==> src/design/sisa_pkg.sv <==
`default_nettype none

package sisa_pkg;

   // interrupt slots carried by the agent: irq 1 .. irq 15
   localparam int unsigned NUM_IRQ = 15;

   typedef logic [NUM_IRQ:1] sisa_vec_t;

   // sampling periods: period n is sampled 3n-1 clocks past the start rise
   localparam logic [4:0] FIRST_IRQ_PERIOD = 5'h02;
   localparam logic [4:0] LAST_IRQ_PERIOD  = 5'h10;
   localparam logic [4:0] PERIOD_TO_SLOT   = 5'h01;

   // stop frame low widths, in clocks
   localparam logic [3:0] STOP_QUIET_WIDTH = 4'h2;
   localparam logic [3:0] STOP_CONT_WIDTH  = 4'h3;
   localparam logic [3:0] LOW_WIDTH_MAX    = 4'hf;

   // clock number, counted from the stop rise, at which a start may begin
   localparam logic [1:0] START_GAP_CLKS   = 2'h2;
   // clock number the agent is in once it has seen a rising edge
   localparam logic [1:0] RISE_SEEN_CLK    = 2'h1;

   // reset puts every slave in continuous mode
   localparam logic       QUIET_RST        = 1'b0;

   typedef enum logic [1:0] {
      CYC_IDLE,
      CYC_START,
      CYC_FRAMES,
      CYC_STOPWAIT
   } sisa_cyc_t;

   typedef enum logic [1:0] {
      PH_SAMPLE,
      PH_RECOVER,
      PH_TURN
   } sisa_phase_t;

   typedef struct packed {
      sisa_cyc_t   st;
      sisa_phase_t ph;
      logic [4:0]  period;
      logic [1:0]  since;
      logic        drove;
      logic        quiet;
      logic        oe;
      logic        out;
      logic        active;
      logic        pend;
      sisa_vec_t   lvl;
      sisa_vec_t   sent;
   } sisa_state_t;

   localparam sisa_state_t STATE_RST = '{
      st:     CYC_IDLE,
      ph:     PH_TURN,
      period: 5'h00,
      since:  START_GAP_CLKS,
      drove:  1'b0,
      quiet:  QUIET_RST,
      oe:     1'b0,
      out:    1'b1,
      active: 1'b0,
      pend:   1'b0,
      lvl:    '1,
      sent:   '1
   };

   typedef struct packed {
      logic       prev;
      logic [3:0] low_cnt;
   } sisa_meas_t;

   localparam sisa_meas_t MEAS_RST = '{prev: 1'b1, low_cnt: 4'h0};

   typedef struct packed {
      logic cycle_active;
      logic quiet_mode;
      logic change_pending;
   } sisa_status_t;

endpackage

`default_nettype wire

==> src/design/sisa_low_meas.sv <==
`default_nettype none

// counts consecutive low clocks of the shared line and flags the rise that
// ends a low pulse, together with the pulse's width
module sisa_low_meas (
   input  wire logic       clk_sys,
   input  wire logic       rst_n,
   input  wire logic       line_in,
   output logic            rise,
   output logic [3:0]      width
);

   sisa_pkg::sisa_meas_t m_q;
   sisa_pkg::sisa_meas_t m_d;

   always_comb begin
      m_d = m_q;
      m_d.prev = line_in;
      if (!line_in) begin
         // saturate so an over-long pulse never wraps into a legal width
         if (m_q.low_cnt != sisa_pkg::LOW_WIDTH_MAX) begin
            m_d.low_cnt = m_q.low_cnt + 4'h1;
         end
      end else begin
         m_d.low_cnt = 4'h0;
      end
   end

   always_ff @(posedge clk_sys or negedge rst_n) begin
      if (!rst_n) begin
         m_q <= sisa_pkg::MEAS_RST;
      end else begin
         m_q <= m_d;
      end
   end

   assign rise  = line_in & ~m_q.prev;
   assign width = m_q.low_cnt;

endmodule

`default_nettype wire

==> src/design/sisa_agent.sv <==
`default_nettype none

// Function
// RULE_01: in quiet mode, idle line, start frame is one low clock, then release
// RULE_02: never begin a start frame between a start frame and its stop frame
// RULE_03: host extends the start pulse to 4-8 low clocks, then drives high
// RULE_04: quiet mode: a level change not deliverable in this cycle starts a frame
// RULE_05: continuous mode: agent stays passive, never starts a frame
// RULE_06: stop frame low width sets next mode; mode changes only there
// RULE_07: data frames are counted from the rise ending the start pulse
// RULE_08: each data frame is sample, recovery and turn-around clocks
// RULE_09: sample phase of owned slot: drive low only if level low
// RULE_10: recovery phase: drive high only if low was driven just before
// RULE_11: turn-around phase: always release the line
// RULE_12: report low level whoever started the cycle
// RULE_13: period n sampled 3n-1 clocks after start rise; irq k is period k+1
// RULE_14: irq 13 travels in period 14
// RULE_15: host ends the cycle: stop low 2 clocks quiet, 3 continuous
// RULE_16: quiet start no earlier than second clock after stop rise
// RULE_17: line driven and sampled only on rising clock edges
// RULE_18: reset releases the line and selects continuous mode
// RULE_19: host runs first cycle after reset to collect default levels
// RULE_20: host delays end-of-interrupt and in-service reads by cycle latency
// RULE_21: host selects continuous mode before suspend or agent changes
// RULE_22: one latched level per slot; unowned slots stay released
module sisa_agent (
   input  wire logic                  clk_sys,
   input  wire logic                  rst_n,
   input  wire logic                  sirq_in,
   output logic                       sirq_out,
   output logic                       sirq_oe,
   input  wire sisa_pkg::sisa_vec_t   irq_level,
   input  wire sisa_pkg::sisa_vec_t   irq_own,
   output sisa_pkg::sisa_status_t     status
);

   sisa_pkg::sisa_state_t s_q;
   sisa_pkg::sisa_state_t s_d;

   logic       line_rise;
   logic [3:0] low_width;
   logic [4:0] slot;
   logic [1:0] since_nx;

   sisa_low_meas sisa_low_meas_i (
      .clk_sys (clk_sys),
      .rst_n   (rst_n),
      .line_in (sirq_in),
      .rise    (line_rise),
      .width   (low_width)
   );

   always_comb begin
      s_d = s_q;
      slot = 5'h00;
      since_nx = s_q.since;

      // the level is refreshed every clock; what a slot carried is kept in
      // sent, so a change after its slot is remembered for the next cycle
      s_d.lvl = irq_level; // RULE_22

      // line released unless a phase below claims it
      s_d.oe = 1'b0; // RULE_11 RULE_01
      s_d.out = 1'b1;

      unique case (s_q.st)
         sisa_pkg::CYC_IDLE: begin
            if (s_q.since != sisa_pkg::START_GAP_CLKS) begin
               since_nx = s_q.since + 2'h1;
            end
            s_d.since = since_nx;
            if (!sirq_in) begin
               // anyone, host or agent, pulling low opens a cycle
               s_d.st = sisa_pkg::CYC_START; // RULE_12
            end else if (s_q.quiet && s_q.pend && !s_q.oe && // RULE_04 RULE_05
                         since_nx == sisa_pkg::START_GAP_CLKS) begin // RULE_16
               // one low clock only; next edge falls into the default release
               s_d.oe = 1'b1; // RULE_01 RULE_02
               s_d.out = 1'b0;
            end
         end

         sisa_pkg::CYC_START: begin
            if (line_rise) begin
               // rise seen: this clock is the start frame's turn-around
               s_d.st = sisa_pkg::CYC_FRAMES; // RULE_07
               s_d.ph = sisa_pkg::PH_TURN;
               s_d.period = 5'h00;
               s_d.drove = 1'b0;
            end
         end

         sisa_pkg::CYC_FRAMES: begin
            unique case (s_q.ph)
               sisa_pkg::PH_TURN: begin
                  if (s_q.period == sisa_pkg::LAST_IRQ_PERIOD) begin
                     s_d.st = sisa_pkg::CYC_STOPWAIT;
                  end else begin
                     // sample clock of period n lands on clock 3n-1
                     s_d.ph = sisa_pkg::PH_SAMPLE; // RULE_08 RULE_13
                     s_d.period = s_q.period + 5'h01;
                     slot = s_d.period - sisa_pkg::PERIOD_TO_SLOT; // RULE_14
                     if (s_d.period >= sisa_pkg::FIRST_IRQ_PERIOD &&
                         irq_own[slot[3:0]]) begin // RULE_22
                        s_d.sent[slot[3:0]] = s_q.lvl[slot[3:0]];
                        if (!s_q.lvl[slot[3:0]]) begin
                           s_d.oe = 1'b1; // RULE_09 RULE_12
                           s_d.out = 1'b0;
                           s_d.drove = 1'b1;
                        end
                     end
                  end
               end
               sisa_pkg::PH_SAMPLE: begin
                  s_d.ph = sisa_pkg::PH_RECOVER; // RULE_08
                  if (s_q.drove) begin
                     // a short high drive speeds the pull-up's recovery
                     s_d.oe = 1'b1; // RULE_10
                     s_d.out = 1'b1;
                  end
               end
               sisa_pkg::PH_RECOVER: begin
                  s_d.ph = sisa_pkg::PH_TURN; // RULE_08 RULE_11
                  s_d.drove = 1'b0;
               end
               default: begin
                  s_d.ph = sisa_pkg::PH_TURN;
               end
            endcase
         end

         sisa_pkg::CYC_STOPWAIT: begin
            // one-clock lows are further data frames; only 2 or 3 is a stop
            if (line_rise) begin
               if (low_width == sisa_pkg::STOP_QUIET_WIDTH) begin
                  s_d.quiet = 1'b1; // RULE_06 RULE_15
                  s_d.st = sisa_pkg::CYC_IDLE;
                  s_d.since = sisa_pkg::RISE_SEEN_CLK;
               end else if (low_width == sisa_pkg::STOP_CONT_WIDTH) begin
                  s_d.quiet = 1'b0; // RULE_06 RULE_15
                  s_d.st = sisa_pkg::CYC_IDLE;
                  s_d.since = sisa_pkg::RISE_SEEN_CLK;
               end
            end
         end
      endcase

      s_d.active = (s_d.st != sisa_pkg::CYC_IDLE);
      s_d.pend = |((s_q.lvl ^ s_d.sent) & irq_own); // RULE_04
   end

   // all drive and sampling happen on the rising edge only
   always_ff @(posedge clk_sys or negedge rst_n) begin // RULE_17
      if (!rst_n) begin
         s_q <= sisa_pkg::STATE_RST; // RULE_18
      end else begin
         s_q <= s_d;
      end
   end

   assign sirq_out = s_q.out;
   assign sirq_oe = s_q.oe;
   // one driver for the whole status word, every field straight from s_q
   assign status = '{
      cycle_active:   s_q.active,
      quiet_mode:     s_q.quiet,
      change_pending: s_q.pend
   };

endmodule

`default_nettype wire

==> config.mk <==
export PLATFORM = sky130hd
export DESIGN_NAME = sisa_agent
export DESIGN_NICKNAME = d
export VERILOG_FILES = /design/src/design/sisa_pkg.sv /design/src/design/sisa_low_meas.sv /design/src/design/sisa_agent.sv
export SDC_FILE = /design/constraint.sdc
export NUM_CORES = 1
export LEC_CHECK = 0
export BUFFER_PORTS_ARGS = -buffer_cell sky130_fd_sc_hd__buf_4
export CAP_MARGIN = 20
export CORE_AREA = 2 2 72 125
export CTS_CLUSTER_DIAMETER = 80
export DETAILED_ROUTE_END_ITERATION = 8
export DIE_AREA = 0 0 74 127
export MAX_ROUTING_LAYER = met4
export SLEW_MARGIN = 20
export SYNTH_ARGS = -nofsm -noshare
export SYNTH_HDL_FRONTEND = slang
export SYNTH_HIERARCHICAL = 1
export SYNTH_SLANG_ARGS = --single-unit
export TNS_END_PERCENT = 30
==> constraint.sdc <==
create_clock -name clk_sys -period 2.94 [get_ports clk_sys]
set_input_delay 0.441 -clock clk_sys [delete_from_list [all_inputs] [get_ports clk_sys]]
set_output_delay 0.441 -clock clk_sys [all_outputs]
set_load 0.02 [all_outputs]
==> impl_metrics.csv, run 1 <==
group,metric,value,unit
global_routing,grt_pass1_wl,14.6,mm
worst_setup_path,cp-start-kind,"flip-flop",
worst_setup_path,max_stage_delay,420,ps
synthesis,synth_seq_cells,52,
cells_and_area,multi_input_area,0.00200,mm2
detailed_routing,vias_per_cell,5.57,
synthesis,ys_top_cells_by_area,"dfstp_2 25%, dfrtp_1 13%, mux2_2 5.8%, nand2_1 5.6%, ha_1 3.9%",
detailed_routing,wl_per_cell,16.6,um
floorplan,die_x,74,um
synthesis,synth_top_area_cell,"dfstp_2",
clock_network,cts.htree.levels,2,
sta,slew_viol_final,0,
global_routing,grt_antenna_before_repair,0,
placed_design,place_congestion,0.910,
synthesis,syn_nets,405,
clock_network,cts_buffer_depth,2,
placed_design,place_area,0.00406,mm2
synthesis,synthArstFlopShare,100,%
worst_setup_path,reg2reg_slack,80,ps
worst_setup_path,r2r_start,"s_q[39]",
synthesis,synth-edff-count,0,
power_and_ir_drop,irDropWorstVdd,483,uV
sta,layout_setup_ws,79.0,ps
sta,hold_ws,167,ps
sta,relSlewSlack,55.7,%
synthesis,synth_top_area_share,25.4,%
sta,grt_setup_unrepaired,"yes",
synthesis,ys_types,67,
detailed_routing,first_pass_iters,5,
synthesis,ys.flop_type,"dfstp_2",
worst_setup_path,cpMaxStageDelayCell,"or3_4",
sta,fmax,350,MHz
synthesis,syn_avg_cell_area,9.76,um2
placed_design,dpl_worst_slack,-54.8,ps
synthesis,synth_warnings,6,
cells_and_area,syn2layout_area_growth,21.2,%
job,drv_cap,0,
global_routing,grt_pass1_vias,3008,
cells_and_area,fin_nets,462,
detailed_routing,drtIter0Drc,175,
clock_network,insertion_delay,300,ps
synthesis,yosysSeqAreaShare,38.2,%
worst_setup_path,r2r_cells,11,
power_and_ir_drop,power,3.27,mW
worst_setup_path,crit_required,3120,ps
global_routing,grt_max_degree,53,
cells_and_area,nFillCells,799,
detailed_routing,vias,2975,
floorplan,coreArea,0.00831,mm2
synthesis,synthCells,361,
synthesis,synth_most_common_cell,"nand2_1",
clock_network,cts_root_buffer,"clkbuf_16",
synthesis,ys_top_cells_by_count,"53 x nand2_1, 34 x dfstp_2, 18 x dfrtp_1, 18 x mux2_2, 18 x nor2_1",
sta,clock-skew-final,6.17,ps
global_routing,track_usage,20.9,%
min_path,hp-class,"in2async",
worst_setup_path,cp.arrival,3040,ps
worst_setup_path,crit_chain,"inv_1 > ha_4 > mux2i_2 > o221a_2 > a22oi_1 > or3_4 > buf_4 > xnor2_1 > o221ai_1 > nor4_1 > nand2_1",
detailed_routing,route.detailed.drc,0,
clock_network,cts_buffers,5,
run_status,outcome,"completed",
worst_setup_path,r2r-end,"status[0]",
worst_setup_path,endpoint_kind,"flip-flop",
power_and_ir_drop,power_density,766,mW/mm2
cells_and_area,antenna_cells,0,
synthesis,mappedNetlistArea,0.00352,mm2
placed_design,portBuffers,37,
worst_setup_path,cp_max_fo,9,
cells_and_area,layout-drive-gt1-share,37.7,%
sta,worst_pin_slew,665,ps
global_routing,grt_overflow,0,
detailed_routing,drt.antenna.violating_nets,0,
sta,period_needed,2860,ps
sta,fin_crit_sh,97.3,%
sta,finalHoldViolations,0,
sta,setup_viol,0,
clock_network,clk_pin_slew_worst_paths,70,ps
floorplan,die_y,127,um
worst_setup_path,setup.worst_path.class,"reg2reg",
floorplan,rows,44,
detailed_routing,routed_wl,8.85,mm
cells_and_area,post-route-cell-area,0.00427,mm2
floorplan,dieArea,0.00940,mm2
power_and_ir_drop,power_leakage,1.80,nW
clock_network,cts_tree,"yes",
floorplan,initial_core_util,42.4,%
placed_design,place_hpwl,6.83,mm
clock_network,cts_sinks,52,
floorplan,io-pin-count,38,
cells_and_area,seqCellArea,0.00134,mm2
[logic make-up after synthesis]
| family | after synthesis | share of synthesized area [%] |
|---|---|---|
| AND/OR/NAND/NOR | 143 | 21.8 |
| adder cells (fa/ha/maj) | 11 | 3.91 |
| AO/OA/AOI/OAI | 67 | 13.9 |
| XOR/XNOR | 18 | 4.48 |
| buffers and inverters | 39 | 6.07 |
| multiplexers | 31 | 11.7 |
| flip-flops | 52 | 38.2 |
[routing by layer]
metal / routed length [um] / share of wire [%] / global-route usage [%] / vias up
met3: 273 / 3.1 / 3.00 / 28
met5: 0 / 0 / - / -
met1: 3400 / 38 / 22.7 / 1464
li1: - / - / - / 1420
met2: 4810 / 54 / 36.2 / 63
met4: 373 / 4.2 / 10.1 / 0
[flip-flops by register name, summed over array words and instances, names as in the netlist]
name,flops
status,3
s_q,42
sirq_oe,1
sisa_low_meas_i/m_q,1
sirq_out,1
sisa_low_meas_i/width,4
[cell type report]
cell class | instances | area share [%]
Multi-Input combinational cell | 270 | 47.0
Sequential cell | 52 | 31.5
Timing Repair Buffer | 73 | 12.8
Tap cell | 115 | 3.37
Clock buffer | 6 | 3.02
Inverter | 16 | 1.41
Clock inverter | 2 | 0.909
[cells in the final DEF, fill, tap and decap left out, drive strengths merged, types with 7 or more instances in the layout]
cell,count
a21oi,7
buf,73
dfrtp,18
dfstp,34
ha,11
inv,17
mux2,19
nand2,53
nand3,16
nand4b,7
nor2,18
o21ai,12
o22ai,8
xor2,14
[power breakdown]
group / internal [mW] / switching, mW / total, mW / leakage (nW)
combinational: 0.767 / 0.899 / 1.67 / 1.13
clock: 0.406 / 0.271 / 0.677 / 0.0815
sequential: 0.839 / 0.0859 / 0.925 / 0.586
[repair_timing]
action | in CTS | in global routing
hold buffers | 0 | 0
pin swaps | 0 | 2
resized for setup | 2 | 5
setup endpoints to repair | 2 | 3
hold endpoints to repair | 0 | 0
buffers inserted | 0 | 1
[worst max path at each step]
stage                       start        end  slack, ps  cells past startpoint
after floorplan           s_q[38]  status[0]       -150                     14
after global placement    s_q[38]  status[0]          2                     12
after detailed placement  s_q[38]  status[0]        -50                     12
after CTS                 s_q[39]  status[0]         40                     12
after global routing      s_q[39]  status[0]       -120                     11
final                     s_q[39]  status[0]         80                     11
[stage by stage]
stage,cells,util [%],TNS [ps]
after floorplan,361,-,-217
after global placement,525,48.9,0
after detailed placement,525,48.9,-93.1
after CTS,533,51.0,0
after global routing,534,51.3,-190
final,534,51.3,0
[worst max-delay path, delay by kind of cell (launching register included)]
kind | cells | cell delay [ps]
AOI/OAI and AO/OA | 3 | 570
adders and majority gates | 1 | 340
DFF | 1 | 350
and+or+nand+nor | 3 | 780
buffers and inverters | 2 | 270
xor gates and xnor gates | 1 | 140
muxes | 1 | 310
Power figures use the tool's default switching activity.
==> run 2, diff against run 1 <==
Settings changed: GPL_ROUTABILITY_DRIVEN from default to 0, PLACE_DENSITY from default to 0.69.
==> impl_metrics.csv, run 2 (synthesis results as in run 1) <==
group,metric,value,unit
run_status,outcome,"completed",
floorplan,io-pin-count,38,
detailed_routing,routed_wl,8.94,mm
detailed_routing,vias_per_cell,5.61,
cells_and_area,final_common_cell,"buf_4",
clock_network,cts_buffers,5,
floorplan,initial_core_util,42.4,%
floorplan,coreArea,0.00831,mm2
sta,fmax,346,MHz
sta,worst_pin_slew,650,ps
cells_and_area,fin_nets,461,
clock_network,cts_root_buffer,"clkbuf_16",
detailed_routing,route.detailed.drc,0,
clock_network,cts_tree,"yes",
worst_setup_path,r2r_cells,11,
clock_network,insertion_delay,290,ps
global_routing,grt_pass1_vias,3071,
sta,slew_viol_final,0,
sta,grt_setup_unrepaired,"yes",
power_and_ir_drop,power_switching,1.28,mW
detailed_routing,m1WireLength,3.32,mm
cells_and_area,layout-drive-gt1-share,38.5,%
floorplan,rows,44,
worst_setup_path,endpoint_kind,"flip-flop",
global_routing,track_usage,20.6,%
floorplan,die_y,127,um
sta,clock-skew-final,2.63,ps
floorplan,dieArea,0.00940,mm2
power_and_ir_drop,power_leakage,1.82,nW
sta,finalSetupTns,0,ps
placed_design,portBuffers,37,
cells_and_area,largest-register,"s_q",
worst_setup_path,crit_required,3120,ps
detailed_routing,wl_met2,4.85,mm
clock_network,cts.htree.levels,2,
sta,finalHoldViolations,0,
cells_and_area,mostFrequentLayoutCells,"70 x buf_4, 52 x nand2_1, 34 x dfstp_2",
detailed_routing,vias,2988,
worst_setup_path,setup.worst_path.class,"reg2reg",
sta,period_needed,2890,ps
sta,hold_ws,166,ps
sta,setup_viol,0,
global_routing,grt_max_degree,53,
floorplan,die_x,74,um
power_and_ir_drop,power.internal,2.05,mW
worst_setup_path,cp-start-kind,"flip-flop",
clock_network,cts_buffer_depth,2,
detailed_routing,drtIter0Drc,157,
detailed_routing,met3_wirelength,413,um
worst_setup_path,cp.arrival,3070,ps
cells_and_area,syn2layout_area_growth,22.6,%
placed_design,place_hpwl,6.82,mm
sta,fin_crit_sh,98.2,%
power_and_ir_drop,p_seq_share,27.8,%
power_and_ir_drop,irDropWorstVdd,590,uV
clock_network,cts-hold-fix-buffers,0,
cells_and_area,largest_register_ffs,42,
global_routing,grt_pass1_wl,14.5,mm
global_routing,grt_overflow,0,
power_and_ir_drop,power_density,771,mW/mm2
clock_network,cts_sinks,52,
power_and_ir_drop,pwr-share-comb,52.2,%
detailed_routing,highest_layer,"met4",
clock_network,clk_pin_slew_worst_paths,70,ps
min_path,hp-class,"in2async",
detailed_routing,first_pass_iters,4,
power_and_ir_drop,power_frac_clock,20.0,%
power_and_ir_drop,swShare,38.3,%
sta,relSlewSlack,56.7,%
global_routing,grt_antenna_before_repair,0,
detailed_routing,wl_per_cell,16.8,um
detailed_routing,drt.antenna.violating_nets,0,
worst_setup_path,cp_max_fo,15,
job,drv_cap,0,
cells_and_area,antenna_cells,0,
-- run 2: final timing paths --
| path | startpoint | to | slack (ps) |
|---|---|---|---|
| max | s_q[39] | status[0] | 50 |
| min | rst_n | sisa_low_meas_i/width[0] | 170 |
| max reg2reg | s_q[39] | status[0] | 50 |
| min reg2reg | s_q[37] | s_q[37] | 510 |
| max in group asynchronous | rst_n | s_q[43] | 2330 |
| min in group clk_sys | irq_level[12] | s_q[27] | 250 |
-- run 2: what timing repair did --
action                     4_1_cts  5_1_grt
resized for setup                1       15
setup endpoints to repair        1        4
pin swaps                        0        3
setup buffers                    0        1
-- run 2: final cells by class --
cell class | count | area [um2]
Timing Repair Buffer | 72 | 557
Inverter | 16 | 60.1
Clock buffer | 5 | 125
Multi-Input combinational cell | 270 | 2050
Clock inverter | 3 | 41.3
Sequential cell | 52 | 1340
Fill cell | 764 | 3990
Tap cell | 115 | 144
-- run 2: metal layers --
layer / GRT usage (%) / up-vias
met3: 3.86 / 27
li1: - / 1424
met1: 21.1 / 1457
met2: 35.2 / 80
met5: - / -
met4: 12.3 / 0
-- run 2: critical path: stages (launching register included) --
cell	delay, ps
dfrtp_1	360
inv_2	60
ha_4	330
mux4_2	530
nand2_2	90
a22oi_1	70
or3_4	480
buf_12	180
xor2_1	130
and3_1	190
nor4_2	270
nand2_1	80
-- run 2: power by group through the flow --
stage               clock network (mW)  registers, mW  logic (mW)
global placement                     0          0.931        1.59
detailed placement                   0          0.933        1.62
global route                     0.710          0.938        1.91
CTS                              0.681          0.922        1.63
finish                           0.666          0.925        1.74
floorplan                            0          0.923        1.15
-- run 2: through the flow --
| stage | setup slack [ps] | power [mW] | instances | instance area, um2 | utilization, % |
|---|---|---|---|---|---|
| 2_1_floorplan | -152 | 2.07 | 361 | 3540 | - |
| 3_3_place_gp | 47.0 | 2.52 | 524 | 4070 | 48.9 |
| 3_5_place_dp | -12.9 | 2.55 | 524 | 4070 | 48.9 |
| 4_1_cts | 18.5 | 3.23 | 532 | 4240 | 51.0 |
| 5_1_grt | -77.6 | 3.56 | 533 | 4320 | 52.0 |
| 6_report | 51.7 | 3.33 | 533 | 4320 | 52.0 |
==> run 3, diff against run 2 <==
Settings changed: CELL_PAD_IN_SITES_DETAIL_PLACEMENT from default to 1, CELL_PAD_IN_SITES_GLOBAL_PLACEMENT from default to 2, CORE_AREA 2 2 72 125 to 2 2 80 140, DIE_AREA 0 0 74 127 to 0 0 82 142, PLACE_DENSITY 0.69 to default, PLACE_DENSITY_LB_ADDON from default to 0.1.
==> impl_metrics.csv, run 3 (synthesis results as in run 1) <==
group,metric,value,unit
sta,fmax,344,MHz
sta,period_needed,2900,ps
sta,fin_crit_sh,98.8,%
detailed_routing,drt.antenna.violating_nets,0,
floorplan,die_x,82,um
floorplan,initial_core_util,33.5,%
worst_setup_path,crit_required,3120,ps
worst_setup_path,reg2reg_slack,40,ps
worst_setup_path,cp-start-kind,"flip-flop",
worst_setup_path,crit_chain,"buf_4 > buf_6 > a31o_1 > a211oi_2 > nand2_1 > nor3b_4 > a22o_1 > a211o_1 > a2111o_1 > nor4_2 > nand2_1",
sta,setup_viol,0,
worst_setup_path,setup.worst_path.class,"reg2reg",
worst_setup_path,cp.arrival,3090,ps
floorplan,coreArea,0.0105,mm2
worst_setup_path,endpoint_kind,"flip-flop",
worst_setup_path,cp_max_fo,12,
cells_and_area,fin_nets,467,
clock_network,cts.htree.levels,2,
worst_setup_path,crit_start,"s_q[38]",
worst_setup_path,critPathMostFrequentCell,"nand2_1",
sta,clock-skew-final,6.65,ps
sta,grt_setup_unrepaired,"yes",
power_and_ir_drop,irDropWorstVdd,491,uV
placed_design,portBuffers,37,
clock_network,clk_pin_slew_worst_paths,70,ps
clock_network,cts_buffers,5,
cells_and_area,syn2layout_area_growth,25.3,%
sta,worst_pin_slew,673,ps
detailed_routing,first_pass_iters,4,
floorplan,io-pin-count,38,
power_and_ir_drop,power_leakage,1.85,nW
global_routing,track_usage,20.3,%
detailed_routing,routed_wl,10.9,mm
floorplan,die_y,142,um
cells_and_area,mostFrequentLayoutCells,"76 x buf_4, 52 x nand2_1, 34 x dfstp_2",
worst_setup_path,r2r_cells,11,
global_routing,grt_max_degree,53,
detailed_routing,vias,3040,
cells_and_area,largest_register_ffs,42,
global_routing,grt_pass1_vias,3332,
clock_network,cts_tree,"yes",
floorplan,rows,50,
detailed_routing,vias_per_cell,5.49,
cells_and_area,largest-register,"s_q",
placed_design,place_hpwl,8.51,mm
clock_network,insertion_delay,300,ps
global_routing,grt_antenna_before_repair,0,
floorplan,dieArea,0.0116,mm2
worst_setup_path,r2r_start,"s_q[38]",
worst_setup_path,max_stage_delay,390,ps
global_routing,grt_overflow,0,
job,drv_cap,0,
clock_network,cts_sinks,52,
power_and_ir_drop,power,3.41,mW
worst_setup_path,r2r-end,"status[0]",
power_and_ir_drop,power_density,773,mW/mm2
min_path,hp-class,"in2async",
worst_setup_path,crit_end,"status[0]",
detailed_routing,route.detailed.drc,0,
sta,slew_viol_final,0,
detailed_routing,wl_per_cell,19.6,um
detailed_routing,drtIter0Drc,102,
sta,hold_ws,177,ps
clock_network,cts_root_buffer,"clkbuf_16",
sta,finalHoldViolations,0,
cells_and_area,antenna_cells,0,
cells_and_area,layout-drive-gt1-share,40.8,%
worst_setup_path,cpMaxStageDelayCell,"dfrtp_1",
cells_and_area,final_common_cell,"buf_4",
run_status,outcome,"completed",
sta,relSlewSlack,55.2,%
clock_network,cts_buffer_depth,2,
global_routing,grt_pass1_wl,17.3,mm
-- run 3: worst min path at each step --
stage	startpoint	end	slack, ps
6_report	rst_n	status[0]	180
3_3_place_gp	s_q[37]	s_q[37]	490
3_5_place_dp	s_q[37]	s_q[37]	500
5_1_grt	rst_n	status[0]	220
2_1_floorplan	rst_n	s_q[35]	150
4_1_cts	rst_n	status[0]	210
-- run 3: metrics by stage --
stage | cell area (um2) | worst slack, ps | setup TNS [ps] | util, % | std cells
global placement | 4080 | -114 | -114 | 38.8 | 538
detailed placement | 4080 | -238 | -296 | 38.8 | 538
CTS | 4290 | 11.3 | 0 | 40.8 | 550
global route | 4410 | -161 | -221 | 42.0 | 554
floorplan | 3540 | -152 | -217 | - | 361
finish | 4410 | 35.2 | 0 | 42.0 | 554
-- run 3: routing by layer --
layer  vias up  wire [um]  global-route usage [%]
li1       1435          -                       -
met1      1530       4010                    19.9
met2        54       6170                    38.3
met3        21        261                    2.54
met4         0        439                    8.60
met5         -          0                       -
-- run 3: power by group --
part	total [mW]	switching, mW	leakage (nW)	internal [mW]
registers	0.932	0.0932	0.586	0.839
clock network	0.595	0.277	0.0671	0.318
logic	1.88	1.01	1.19	0.872
-- run 3: final cells by class --
class                           count  area, um2
Multi-Input combinational cell    270       2100
Sequential cell                    52       1340
Clock inverter                      2       16.3
Tap cell                          130        163
Fill cell                        1223       6100
Timing Repair Buffer               78        602
Clock buffer                        6        129
Inverter                           16       60.1
-- run 3: what timing repair did --
action / 4_1_cts / 5_1_grt
pin swaps: 3 / 4
buffers inserted: 4 / 4
endpoints found under the setup margin: 2 / 2
resized for setup: 6 / 19
hold buffers: 0 / 0
-- run 3: worst max-delay path: cells and delay by family (launching register included) --
kind	cells	cell delay, ps
DFF	1	390
buffers and inverters	2	340
and+or+nand+nor	4	640
AOI/OAI and AO/OA	5	1410
